--- src/adc_seq_pkg.sv ---
// Constants, register map and carriers for the conversion sequencer.
// Assumes a Wishbone classic slave bus with 8-bit data in the low byte lanes.
// Contract
// - Each conversion takes exactly twelve bit periods from its start.
// - Clock select 000/100/001/101/010/110 gives 2/4/8/16/32/64 clocks; 011 means RC.
// - RC source gives a bit period of about 4 us, oscillator independent.
// - Port reads return zero on analog pins; digital inputs stay convertible.
// - Channel select and pin directions never gate a conversion.
// - Clearing the go flag mid conversion aborts it at once.
// - An abort leaves the result pair untouched.
// - After an abort wait two bit periods, then acquire the selected channel.
// - Compare unit two in mode 1011 with converter on sets go and starts.
// - Each special event trigger clears the associated timer counter.
// - Converter off ignores the trigger, but the timer is still cleared.
// - Completion loads result, clears go and sets the done flag.
// - Justify set right-aligns result; clear left-aligns it, padding with zeros.
// - Reset returns all registers, switching off and aborting conversions.
// - Top clock select bit is bit 6 of control two; low bits in control one.
package adc_seq_pkg;
   localparam logic [2:0] CTRL1_ADDR = 3'h0;
   localparam logic [2:0] CTRL2_ADDR = 3'h1;
   localparam logic [2:0] RESH_ADDR = 3'h2;
   localparam logic [2:0] RESL_ADDR = 3'h3;
   localparam logic [2:0] PORT_ADDR = 3'h4;
   localparam logic [2:0] ANCFG_ADDR = 3'h5;
   localparam logic [2:0] STAT_ADDR = 3'h6;
   localparam int CLK_MHZ = 50;
   localparam int TRIG_MODE_W = 4;
   localparam logic [3:0] TRIG_MODE_SPECIAL = 4'hb;
   localparam logic [3:0] CONV_PERIODS = 4'hc;
   localparam logic [3:0] ABORT_PERIODS = 4'h2;
   localparam logic [3:0] SAMPLE_PERIODS = 4'h1;
   localparam logic [3:0] RES_BITS = 4'ha;
   localparam logic [2:0] SEL_RC = 3'h3;

   typedef enum logic [1:0] {
      ST_IDLE = 2'b00,
      ST_CONV = 2'b01,
      ST_WAIT = 2'b11
   } seq_state_e;

   typedef struct packed {
      logic [1:0] clkSelLow;
      logic [2:0] channelSelect;
      logic goFlag;
      logic converterOn;
   } ctrl_one_s;

   typedef struct packed {
      logic resultJustify;
      logic clkSelHigh;
   } ctrl_two_s;
endpackage

--- src/adc_conversion_sequencer.sv ---
// Sequencer for a 10-bit successive-approximation converter.
// Assumes a Wishbone classic master, a comparator input and an RC clock pin.
//
// Added by the designer: the placing of the registers and the Wishbone interface to the registers.
`timescale 1ns/1ps
`default_nettype none
module adc_conversion_sequencer #(
   parameter int PINS = 8
) (
   input wire logic core_clk,
   input wire logic rst,
   input wire logic wb_cyc_i,
   input wire logic wb_stb_i,
   input wire logic wb_we_i,
   input wire logic [2:0] wb_adr_i,
   input wire logic [7:0] wb_dat_i,
   input wire logic wb_sel_i,
   output logic [7:0] wb_dat_o,
   output logic wb_ack_o,
   input wire logic rcClk,
   input wire logic compGreater,
   input wire logic [PINS-1:0] pinLevel,
   input wire logic [3:0] compare2ModeField,
   input wire logic specialEventTrig,
   output logic [2:0] channelSelect,
   output logic sampleSwitch,
   output logic [9:0] dacCode,
   output logic timerClear,
   output logic conversionDoneFlag,
   output logic conversionBusy
);
   adc_seq_pkg::ctrl_one_s ctrl1_r;
   adc_seq_pkg::ctrl_two_s ctrl2_r;
   logic [PINS-1:0] analogCfg_r;
   logic [7:0] resH_r;
   logic [7:0] resL_r;
   logic [9:0] sar_r;
   logic [3:0] periods_r;
   logic [5:0] divCnt_r;
   logic [2:0] rcSync_r;
   logic rcSeen_r;
   logic tick;
   logic [2:0] clkSel;
   logic [5:0] divLast;
   logic busAccess;
   logic wrAccess;
   logic wrCtrl1;
   logic [3:0] bitIdx;
   logic trigStart;
   logic ack_r;
   adc_seq_pkg::seq_state_e state_r;

   assign clkSel = {ctrl2_r.clkSelHigh, ctrl1_r.clkSelLow};
   assign busAccess = wb_cyc_i && wb_stb_i && !ack_r;
   // Writes land at the edge where the master sees ack
   assign wrAccess = wb_cyc_i && wb_stb_i && ack_r && wb_we_i && wb_sel_i;
   assign wrCtrl1 = wrAccess && wb_adr_i == adc_seq_pkg::CTRL1_ADDR;
   assign bitIdx = adc_seq_pkg::SAMPLE_PERIODS + adc_seq_pkg::RES_BITS - 4'h1 - periods_r;
   assign trigStart = specialEventTrig && ctrl1_r.converterOn
      && compare2ModeField == adc_seq_pkg::TRIG_MODE_SPECIAL;
   assign timerClear = specialEventTrig;
   assign channelSelect = ctrl1_r.channelSelect;
   assign conversionBusy = state_r != adc_seq_pkg::ST_IDLE;
   assign wb_ack_o = ack_r;

   // Divide ratio: low pair picks 2/8/32-group (11 is RC), high bit doubles
   always_comb begin
      case (clkSel)
         3'h0: divLast = 6'h01;
         3'h4: divLast = 6'h03;
         3'h1: divLast = 6'h07;
         3'h5: divLast = 6'h0f;
         3'h2: divLast = 6'h1f;
         3'h6: divLast = 6'h3f;
         default: divLast = 6'h3f;
      endcase
   end

   // Oscillator divider
   always_ff @(posedge core_clk) begin
      if (rst || divCnt_r >= divLast || !conversionBusy) begin
         divCnt_r <= 6'h00;
      end else begin
         divCnt_r <= divCnt_r + 6'h01;
      end
   end

   // RC clock synchroniser and edge detect
   always_ff @(posedge core_clk) begin
      if (rst) begin
         rcSync_r <= 3'h0;
         rcSeen_r <= 1'b0;
      end else begin
         rcSync_r <= {rcSync_r[1:0], rcClk};
         if (rcSync_r[1] == rcSync_r[2]) begin
            rcSeen_r <= rcSync_r[2];
         end
      end
   end

   always_comb begin
      if (clkSel[1:0] == adc_seq_pkg::SEL_RC[1:0]) begin
         tick = rcSync_r[1] == rcSync_r[2] && rcSync_r[2] && !rcSeen_r;
      end else begin
         tick = conversionBusy && divCnt_r >= divLast;
      end
   end

   // Sequencer state
   always_ff @(posedge core_clk) begin
      if (rst) begin
         state_r <= adc_seq_pkg::ST_IDLE;
         periods_r <= 4'h0;
         sar_r <= 10'h000;
      end else begin
         case (state_r)
            adc_seq_pkg::ST_IDLE: begin
               if (ctrl1_r.goFlag) begin
                  state_r <= adc_seq_pkg::ST_CONV;
                  periods_r <= 4'h0;
                  sar_r <= 10'h200;
               end
            end
            adc_seq_pkg::ST_CONV: begin
               if (!ctrl1_r.goFlag) begin
                  state_r <= adc_seq_pkg::ST_WAIT;
                  periods_r <= 4'h0;
               end else if (tick) begin
                  periods_r <= periods_r + 4'h1;
                  if (periods_r >= adc_seq_pkg::SAMPLE_PERIODS
                      && periods_r < adc_seq_pkg::SAMPLE_PERIODS + adc_seq_pkg::RES_BITS) begin
                     sar_r[bitIdx] <= compGreater;
                     if (bitIdx != 4'h0) begin
                        sar_r[bitIdx - 4'h1] <= 1'b1;
                     end
                  end
                  if (periods_r == adc_seq_pkg::CONV_PERIODS - 4'h1) begin
                     state_r <= adc_seq_pkg::ST_IDLE;
                  end
               end
            end
            adc_seq_pkg::ST_WAIT: begin
               if (tick) begin
                  periods_r <= periods_r + 4'h1;
                  if (periods_r == adc_seq_pkg::ABORT_PERIODS - 4'h1) begin
                     state_r <= adc_seq_pkg::ST_IDLE;
                  end
               end
            end
            default: state_r <= adc_seq_pkg::ST_IDLE;
         endcase
      end
   end

   logic convDone;
   assign convDone = state_r == adc_seq_pkg::ST_CONV && ctrl1_r.goFlag && tick
      && periods_r == adc_seq_pkg::CONV_PERIODS - 4'h1;
   // Sample switch closed only while idle with the converter on
   assign sampleSwitch = state_r == adc_seq_pkg::ST_IDLE && ctrl1_r.converterOn;
   assign dacCode = sar_r;

   // Control register one
   always_ff @(posedge core_clk) begin
      if (rst) begin
         ctrl1_r <= '0;
      end else begin
         if (wrCtrl1) begin
            ctrl1_r <= {wb_dat_i[7:2], wb_dat_i[0]};
         end
         if (convDone) begin
            ctrl1_r.goFlag <= 1'b0;
         end
         if (trigStart) begin
            ctrl1_r.goFlag <= 1'b1;
         end
      end
   end

   // Control two and analog configuration
   always_ff @(posedge core_clk) begin
      if (rst) begin
         ctrl2_r <= '0;
         analogCfg_r <= {PINS{1'b1}};
      end else if (wrAccess) begin
         if (wb_adr_i == adc_seq_pkg::CTRL2_ADDR) begin
            ctrl2_r <= wb_dat_i[7:6];
         end
         if (wb_adr_i == adc_seq_pkg::ANCFG_ADDR) begin
            analogCfg_r <= wb_dat_i[PINS-1:0];
         end
      end
   end

   // Result pair, justified on load
   always_ff @(posedge core_clk) begin
      if (rst) begin
         resH_r <= 8'h00;
         resL_r <= 8'h00;
      end else if (convDone) begin
         if (ctrl2_r.resultJustify) begin
            resH_r <= {6'h00, sar_r[9:8]};
            resL_r <= sar_r[7:0];
         end else begin
            resH_r <= sar_r[9:2];
            resL_r <= {sar_r[1:0], 6'h00};
         end
      end else if (wrAccess) begin
         if (wb_adr_i == adc_seq_pkg::RESH_ADDR) begin
            resH_r <= wb_dat_i;
         end
         if (wb_adr_i == adc_seq_pkg::RESL_ADDR) begin
            resL_r <= wb_dat_i;
         end
      end
   end

   // Done flag: set wins over clear
   always_ff @(posedge core_clk) begin
      if (rst) begin
         conversionDoneFlag <= 1'b0;
      end else if (convDone) begin
         conversionDoneFlag <= 1'b1;
      end else if (wrAccess && wb_adr_i == adc_seq_pkg::STAT_ADDR) begin
         conversionDoneFlag <= wb_dat_i[0];
      end
   end

   // Bus answer
   always_ff @(posedge core_clk) begin
      if (rst) begin
         ack_r <= 1'b0;
         wb_dat_o <= 8'h00;
      end else begin
         ack_r <= busAccess;
         case (wb_adr_i)
            adc_seq_pkg::CTRL1_ADDR: wb_dat_o <= {ctrl1_r[6:1], 1'b0, ctrl1_r[0]};
            adc_seq_pkg::CTRL2_ADDR: wb_dat_o <= {ctrl2_r, 6'h00};
            adc_seq_pkg::RESH_ADDR: wb_dat_o <= resH_r;
            adc_seq_pkg::RESL_ADDR: wb_dat_o <= resL_r;
            adc_seq_pkg::PORT_ADDR: wb_dat_o <= 8'(pinLevel & ~analogCfg_r);
            adc_seq_pkg::ANCFG_ADDR: wb_dat_o <= 8'(analogCfg_r);
            adc_seq_pkg::STAT_ADDR: wb_dat_o <= {6'h00, conversionBusy, conversionDoneFlag};
            default: wb_dat_o <= 8'h00;
         endcase
      end
   end
endmodule
`default_nettype wire

--- config.mk ---
export PLATFORM = sky130hd
export DESIGN_NAME = adc_conversion_sequencer
export DESIGN_NICKNAME = d
export VERILOG_FILES = /design/src/adc_seq_pkg.sv /design/src/adc_conversion_sequencer.sv
export SDC_FILE = /design/constraint.sdc
export NUM_CORES = 1
export LEC_CHECK = 0
export BUFFER_PORTS_ARGS = -buffer_cell sky130_fd_sc_hd__buf_2
export CAP_MARGIN = 40
export CORE_MARGIN = 3
export CORE_UTILIZATION = 55
export CTS_CLUSTER_DIAMETER = 150
export DETAILED_ROUTE_END_ITERATION = 12
export PLACE_DENSITY_LB_ADDON = 0.2
export SYNTH_ARGS = -nofsm -noshare
export SYNTH_HDL_FRONTEND = slang
export SYNTH_SLANG_ARGS = --single-unit
--- constraint.sdc ---
create_clock -name core_clk -period 2.8 [get_ports core_clk]
set_input_delay 0.84 -clock core_clk [delete_from_list [all_inputs] [get_ports core_clk]]
set_output_delay 0.84 -clock core_clk [all_outputs]
set_load 0.005 [all_outputs]
After elaboration in Yosys (flattened, before gate mapping)
Index checks and enable logic that the tools add are counted.
- input port bits: 32
- register bits after elaboration: 69
- output and inout bits: 26
- reductions and logical operators: 43
- order comparisons: 7
- bitwise operators: 3
- add/sub/neg operators: 4
- eq/ne operators: 25
- multiplexer cells: 38
- operators with widths (kind ; number):
    8-bit 2-to-1 mux ; 8
    8-bit one-hot mux with 7 select lines ; 1
    10-bit 2-to-1 mux ; 5
    6-bit one-hot mux with 5 select lines ; 1
    10-bit one-hot mux with 2 select lines ; 1
    1-bit logical AND ; 19
    3-bit == test (second input constant) ; 5
    2-bit 2-to-1 mux ; 7
    4-bit by 1-bit greater-or-equal comparator with 1-bit output (second input constant) ; 3
    4-bit 2-to-1 mux ; 3
    2-bit inequality test (second input constant) ; 6
    4-bit one-hot mux with 3 select lines ; 1
    2-bit nonzero test ; 6
    10-bit bitwise mux ; 1
    4-bit by 5-bit less-than comparator with 1-bit output (second input constant) ; 2
    10-bit OR ; 1
    2-bit AND reduction ; 5
    5-bit AND reduction ; 2
    3-bit by 2-bit == test with 1-bit output (second input constant) ; 3
    8-bit bitwise AND ; 1
    1-bit demux with 4-bit select ; 2
    4-bit == test (second input constant) ; 2
    8-bit NOT ; 1
    1-bit 2-to-1 mux ; 7
    other kinds (19) ; 27

Longest topological paths before layout
- word-level depth: 12
- depth in mapped cells: 11
- depth with buffers taken out: 8

Worst setup path before layout
No wires, ideal clock.
- path kind: input -> register
- from: in wb_adr_i[2]
- to: reg resH_r[2]
- path slack: 0.464 ns
- arrival: 2.204 ns
- required time: 2.668 ns
- setup time: 0.132 ns
- stages on the path: 5
- path through: clkbuf_1 > nor4_2 > mux2_2 > nand2_1 > a21oi_1
- cells in the longest elaborated chain, start to end: 3
- ends and longest elaborated chain (element ; line ; source):
    start: declaration ; adc_conversion_sequencer.sv:15 ; input wire logic [2:0] wb_adr_i,
    3-bit by 2-bit == test with 1-bit output ; adc_conversion_sequencer.sv:208 ; if (wb_adr_i == adc_seq_pkg::RESH_ADDR) begin
    2-bit nonzero test (no line) ; -- ;
    2-bit AND reduction (no line) ; -- ;
    end signal: assignment ; adc_conversion_sequencer.sv:201 ; resH_r <= {6'h00, sar_r[9:8]};
    end signal: assignment ; adc_conversion_sequencer.sv:204 ; resH_r <= sar_r[9:2];
    end signal: assignment ; adc_conversion_sequencer.sv:209 ; resH_r <= wb_dat_i;
    end: declaration ; adc_conversion_sequencer.sv:35 ; logic [7:0] resH_r;
Every way passes these cells.
A chain may end at the register's enable or synchronous reset.

Worst setup path after layout
- from: reg periods_r[0]
- to: reg sar_r[5] (netlist: dacCode[5])
- cells in the longest elaborated chain, start to end: 12
- ends and longest elaborated chain (element ; line ; source):
    start: declaration ; adc_conversion_sequencer.sv:38 ; logic [3:0] periods_r;
    start signal: assignment ; adc_conversion_sequencer.sv:129 ; periods_r <= periods_r + 4'h1;
    start signal: assignment ; adc_conversion_sequencer.sv:144 ; periods_r <= periods_r + 4'h1;
    4-bit subtractor ; adc_conversion_sequencer.sv:58 ; assign bitIdx = adc_seq_pkg::SAMPLE_PERIODS + adc_seq_pkg::RES_BITS - 4'h1 - periods_r;
    4-bit by 1-bit subtractor with 4-bit output (tied with other cells) ; adc_conversion_sequencer.sv:134 ; sar_r[bitIdx - 4'h1] <= 1'b1;
    4-bit by 5-bit less-than comparator with 1-bit output (not written as such) (tied with other cells) ; adc_conversion_sequencer.sv:134 ;
    1-bit logical AND (not written as such) or 1-bit 2-to-1 mux (tied branches) ; adc_conversion_sequencer.sv:134, adc_conversion_sequencer.sv:132 ;
    1-bit 2-to-1 mux (not written as such) or 1-bit demux with 4-bit select (tied branches) ; adc_conversion_sequencer.sv:134, adc_conversion_sequencer.sv:132 ;
    1-bit demux with 4-bit select or 10-bit bitwise mux (tied branches) ; adc_conversion_sequencer.sv:134, adc_conversion_sequencer.sv:132 ;
    10-bit OR (no line) ; -- ;
    10-bit 2-to-1 mux ; adc_conversion_sequencer.sv:133 ; if (bitIdx != 4'h0) begin
    10-bit 2-to-1 mux ; adc_conversion_sequencer.sv:130 ; if (periods_r >= adc_seq_pkg::SAMPLE_PERIODS
    10-bit 2-to-1 mux ; adc_conversion_sequencer.sv:128 ; end else if (tick) begin
    10-bit 2-to-1 mux ; adc_conversion_sequencer.sv:125 ; if (!ctrl1_r.goFlag) begin
    10-bit one-hot mux with 2 select lines ; adc_conversion_sequencer.sv:116 ; case (state_r)
    end signal: indexed assignment ; adc_conversion_sequencer.sv:132 ; sar_r[bitIdx] <= compGreater;
    end: declaration ; adc_conversion_sequencer.sv:37 ; logic [9:0] sar_r;
Parallel ways exist; a longest one is shown, timed or not. The select of a mux whose other input is x is not followed.

==> summary.md <==
| Metric | Value |
|---|---|
| Seq/Total Area, Yosys | `35.67%` |
| TritonCTS Buffers | `9` |
| Post-CTS Setup Repair Bufs | `0` |
| Area grow syn2layout | `15.02%` |
| Initial antenna violation count | `0` |
| Cell count after synthesis | `465` |
| Synth Cell Area | `0.003872 mm2` |
| Total routed wirelength | `10040 um` |
| Post-synth ARST share | `0%` |
| Number of cell rows | `29` |
| Max Slew Vio Count | `0` |
| Vias | `approximately 3500` |
| First-pass GRT wire length | `16590 um` |
| Wire per inst | `16.37 um` |
| Outcome | `completed` |
| Clock skew | `11.99 ps` |
| Metal3 WL | `480 um` |
| Nets | `between 500 and 600` |
| H-tree depth | `3` |
| Max-cap violations | `0` |
| Initial core utilization | `58.96%` |
| Setup TNS Final | `0 ps` |
| ANT cells | `0` |
| Post-synth top cells | `dfxtp_1 (69), nand2_1 (60), nor2_1 (47)` |
| Crit path DAT | `2790 ps` |
| Power per cell area | `457.3 mW/mm2` |
| Share of layout cells above drive strength 1 | `20.19%` |
| # setup viols final | `0` |
| Final Hold Viols | `0` |
| DP HPWL | `7395 um` |
| Worst setup slack after layout | `249.8 ps` |
| DR vias/cell | `5.708` |
| Synth cell types | `56` |
| Design area | `0.004454 mm2` |
| Vias in the first global route | `3344` |
| First DRT Iteration DRCs | `181` |
| RSZ-0062 raised after global routing | `false` |
| Setup Crit Path Kind | `reg2reg` |
| Post-synthesis compound-gate area fraction | `19.26%` |
| Largest net degree at the start of global routing | `49` |
| Syn_area_per_cell | `8.328 um2` |
| Final Core Density | `67.82%` |
| Metal2 WL | `4804 um` |
| Post-synthesis simple-gate area fraction | `23.94%` |
| Synth top area cells | `dfxtp_1 (36%), mux2i_1 (7.0%), nand2_1 (5.8%)` |
| Die area | `between 0.008 and 0.009 mm2` |
| Worst-Margin Slew | `660.3 ps` |
| DRT Pass-1 Iters | `4` |
| Place WS | `roughly 110 ps` |
| Routability congestion estimate | `0.8928` |
| Top Metal Used | `met4` |
| Main synth FF type | `dfxtp_1` |
| Crit path required time | `3040 ps` |
| Period utilization | `91.08%` |
| Synthesized flop and latch total | `69` |
| Syn_nets | `512` |
| Metal-1 WL | `4592 um` |
| Post-CTS sizing | `0` |
| CTS Buffer Depth | `2` |
| Root Buffer | `clkbuf_8` |
| CTS tree | `yes` |
| Worst relative slew slack | `about 56%` |
| VDD IR max | `roughly 0.25 mV` |
| Clock-pin transition on the worst setup and hold timing paths | `~70 ps` |
| Remaining routing DRC violations | `0` |
| Final Critical Period | `between 2000 and 3000 ps` |
| Count of antenna-violating nets left after detailed routing | `0` |
| Hold-fix buffers, CTS | `0` |
| Most common cell in the netlist | `dfxtp_1` |
| Clock insertion delay at the later pin of the skew report | `350 ps` |
| Largest family of logic cells by synthesized area | `simple AND/OR/NAND/NOR gates` |
| Worst hold path type | `reg2reg` |
| CP Capture Type | `register` |
| PortBufs | `57` |
| Gr usage total | `24.64%` |
| Yosys warnings | `0` |
| Mux contribution to synthesized area | `9.596%` |
| I/O pin cnt | `58` |
| Die width | `89.91 um` |
| Synth Area in Adders | `under 10%` |
| Core Area | `0.006568 mm2` |
| Global route overflow | `0` |
| Clock sink total | `69` |
| Biggest area consumer among synthesized cells | `dfxtp_1` |
| Hold slack final | `444.1 ps` |
| Static leakage | `1.929 nW` |
| CP Max Fanout | `9` |
| Post-synth EDFFs | `0` |
| Worst setup SP type | `register` |
| Post-Synth XOR/XNOR Area | `1.583%` |
| Die Y-Extent | `~90 um` |
| Area after DPL | `~0.0042 mm2` |
| Fmax | `0.3921 GHz` |
| Synth top area share | `a little over a third` |
worst paths after layout:
check | startpoint | to | cells past startpoint | slack (ps)
worst min-delay path | rcSync_r[0] | rcSync_r[1] | 1 | 440
worst max register to register | periods_r[0] | dacCode[5] | 8 | 250
worst max-delay path | periods_r[0] | dacCode[5] | 8 | 250
worst min register to register | rcSync_r[0] | rcSync_r[1] | 1 | 440
layer usage:
layer / up-vias / GRT usage, %
li1: 1761 / -
met1: 1633 / 32.50
met2: 95 / 40.66
met3: 10 / 3.506
met4: 0 / 9.949
met5: - / 0
stage by stage:
| step | std cells | power (mW) |
|---|---|---|
| after CTS | 613 | 2.035 |
| after detailed placement | 597 | 1.113 |
| final | 613 | 2.037 |
| after global placement | 597 | 1.111 |
| after floorplan | 465 | 1.067 |
| after global routing | 613 | 2.084 |
cells in the final DEF (no fill, tap or decap), drive strengths merged, types with 5 or more instances in the layout:
| cell | instances |
|---|---|
| dfxtp | 69 |
| buf | 69 |
| nand2 | 60 |
| nor2 | 47 |
| a21oi | 38 |
| mux2i | 27 |
| a211oi | 15 |
| ha | 15 |
| inv | 14 |
| nand3b | 13 |
| nor2b | 12 |
| clkbuf | 11 |
| o22ai | 10 |
| mux2 | 9 |
| o21ai | 9 |
| nor3 | 8 |
| and3 | 7 |
| nand3 | 6 |
| nor3b | 6 |
| a22o | 5 |
| and2 | 5 |
| nor4 | 5 |
critical path: stages (launching register included):
cell,delay [ps]
dfxtp_1,480
inv_1,180
ha_1,340
and2_0,150
o31ai_1,260
xnor2_1,280
nor3_1,180
a221o_1,380
a22o_1,190
power by group:
group          switching [mW]  internal [mW]
clock network           0.393          0.552
logic                  0.0618         0.0412
registers             0.00234          0.987
logic make-up (layout without fill, tap and decap cells):
kind of cell / after synthesis / in the layout
AO/OA/AOI/OAI: 109 / 109
XOR/XNOR: 7 / 7
adder cells (fa/ha/maj): 15 / 15
buffers and inverters: 43 / 98
flip-flops: 69 / 69
multiplexers: 36 / 36
AND/OR/NAND/NOR: 186 / 186
layout make-up:
| type | count | area, um2 |
|---|---|---|
| Tap cell | 93 | 116.4 |
| Fill cell | 577 | 2113 |
| Multi-Input combinational cell | 353 | 2297 |
| Clock inverter | 5 | 81.33 |
| Timing Repair Buffer | 69 | 375.4 |
| Clock buffer | 11 | 151.4 |
| Sequential cell | 69 | 1384 |
| Inverter | 13 | 48.80 |
sequential cells by signal, indices dropped and copies added, names as in the netlist, 2 cells and up:
signal and cells:
ctrl1_r 2, periods_r 4, rcSync_r 3, channelSelect 3, divCnt_r 6, state_r 2
wb_dat_o 8, clkSel 3, resL_r 8, resH_r 8, dacCode 10, analogCfg_r 8
Note: power is estimated with default switching activity, not from simulation.
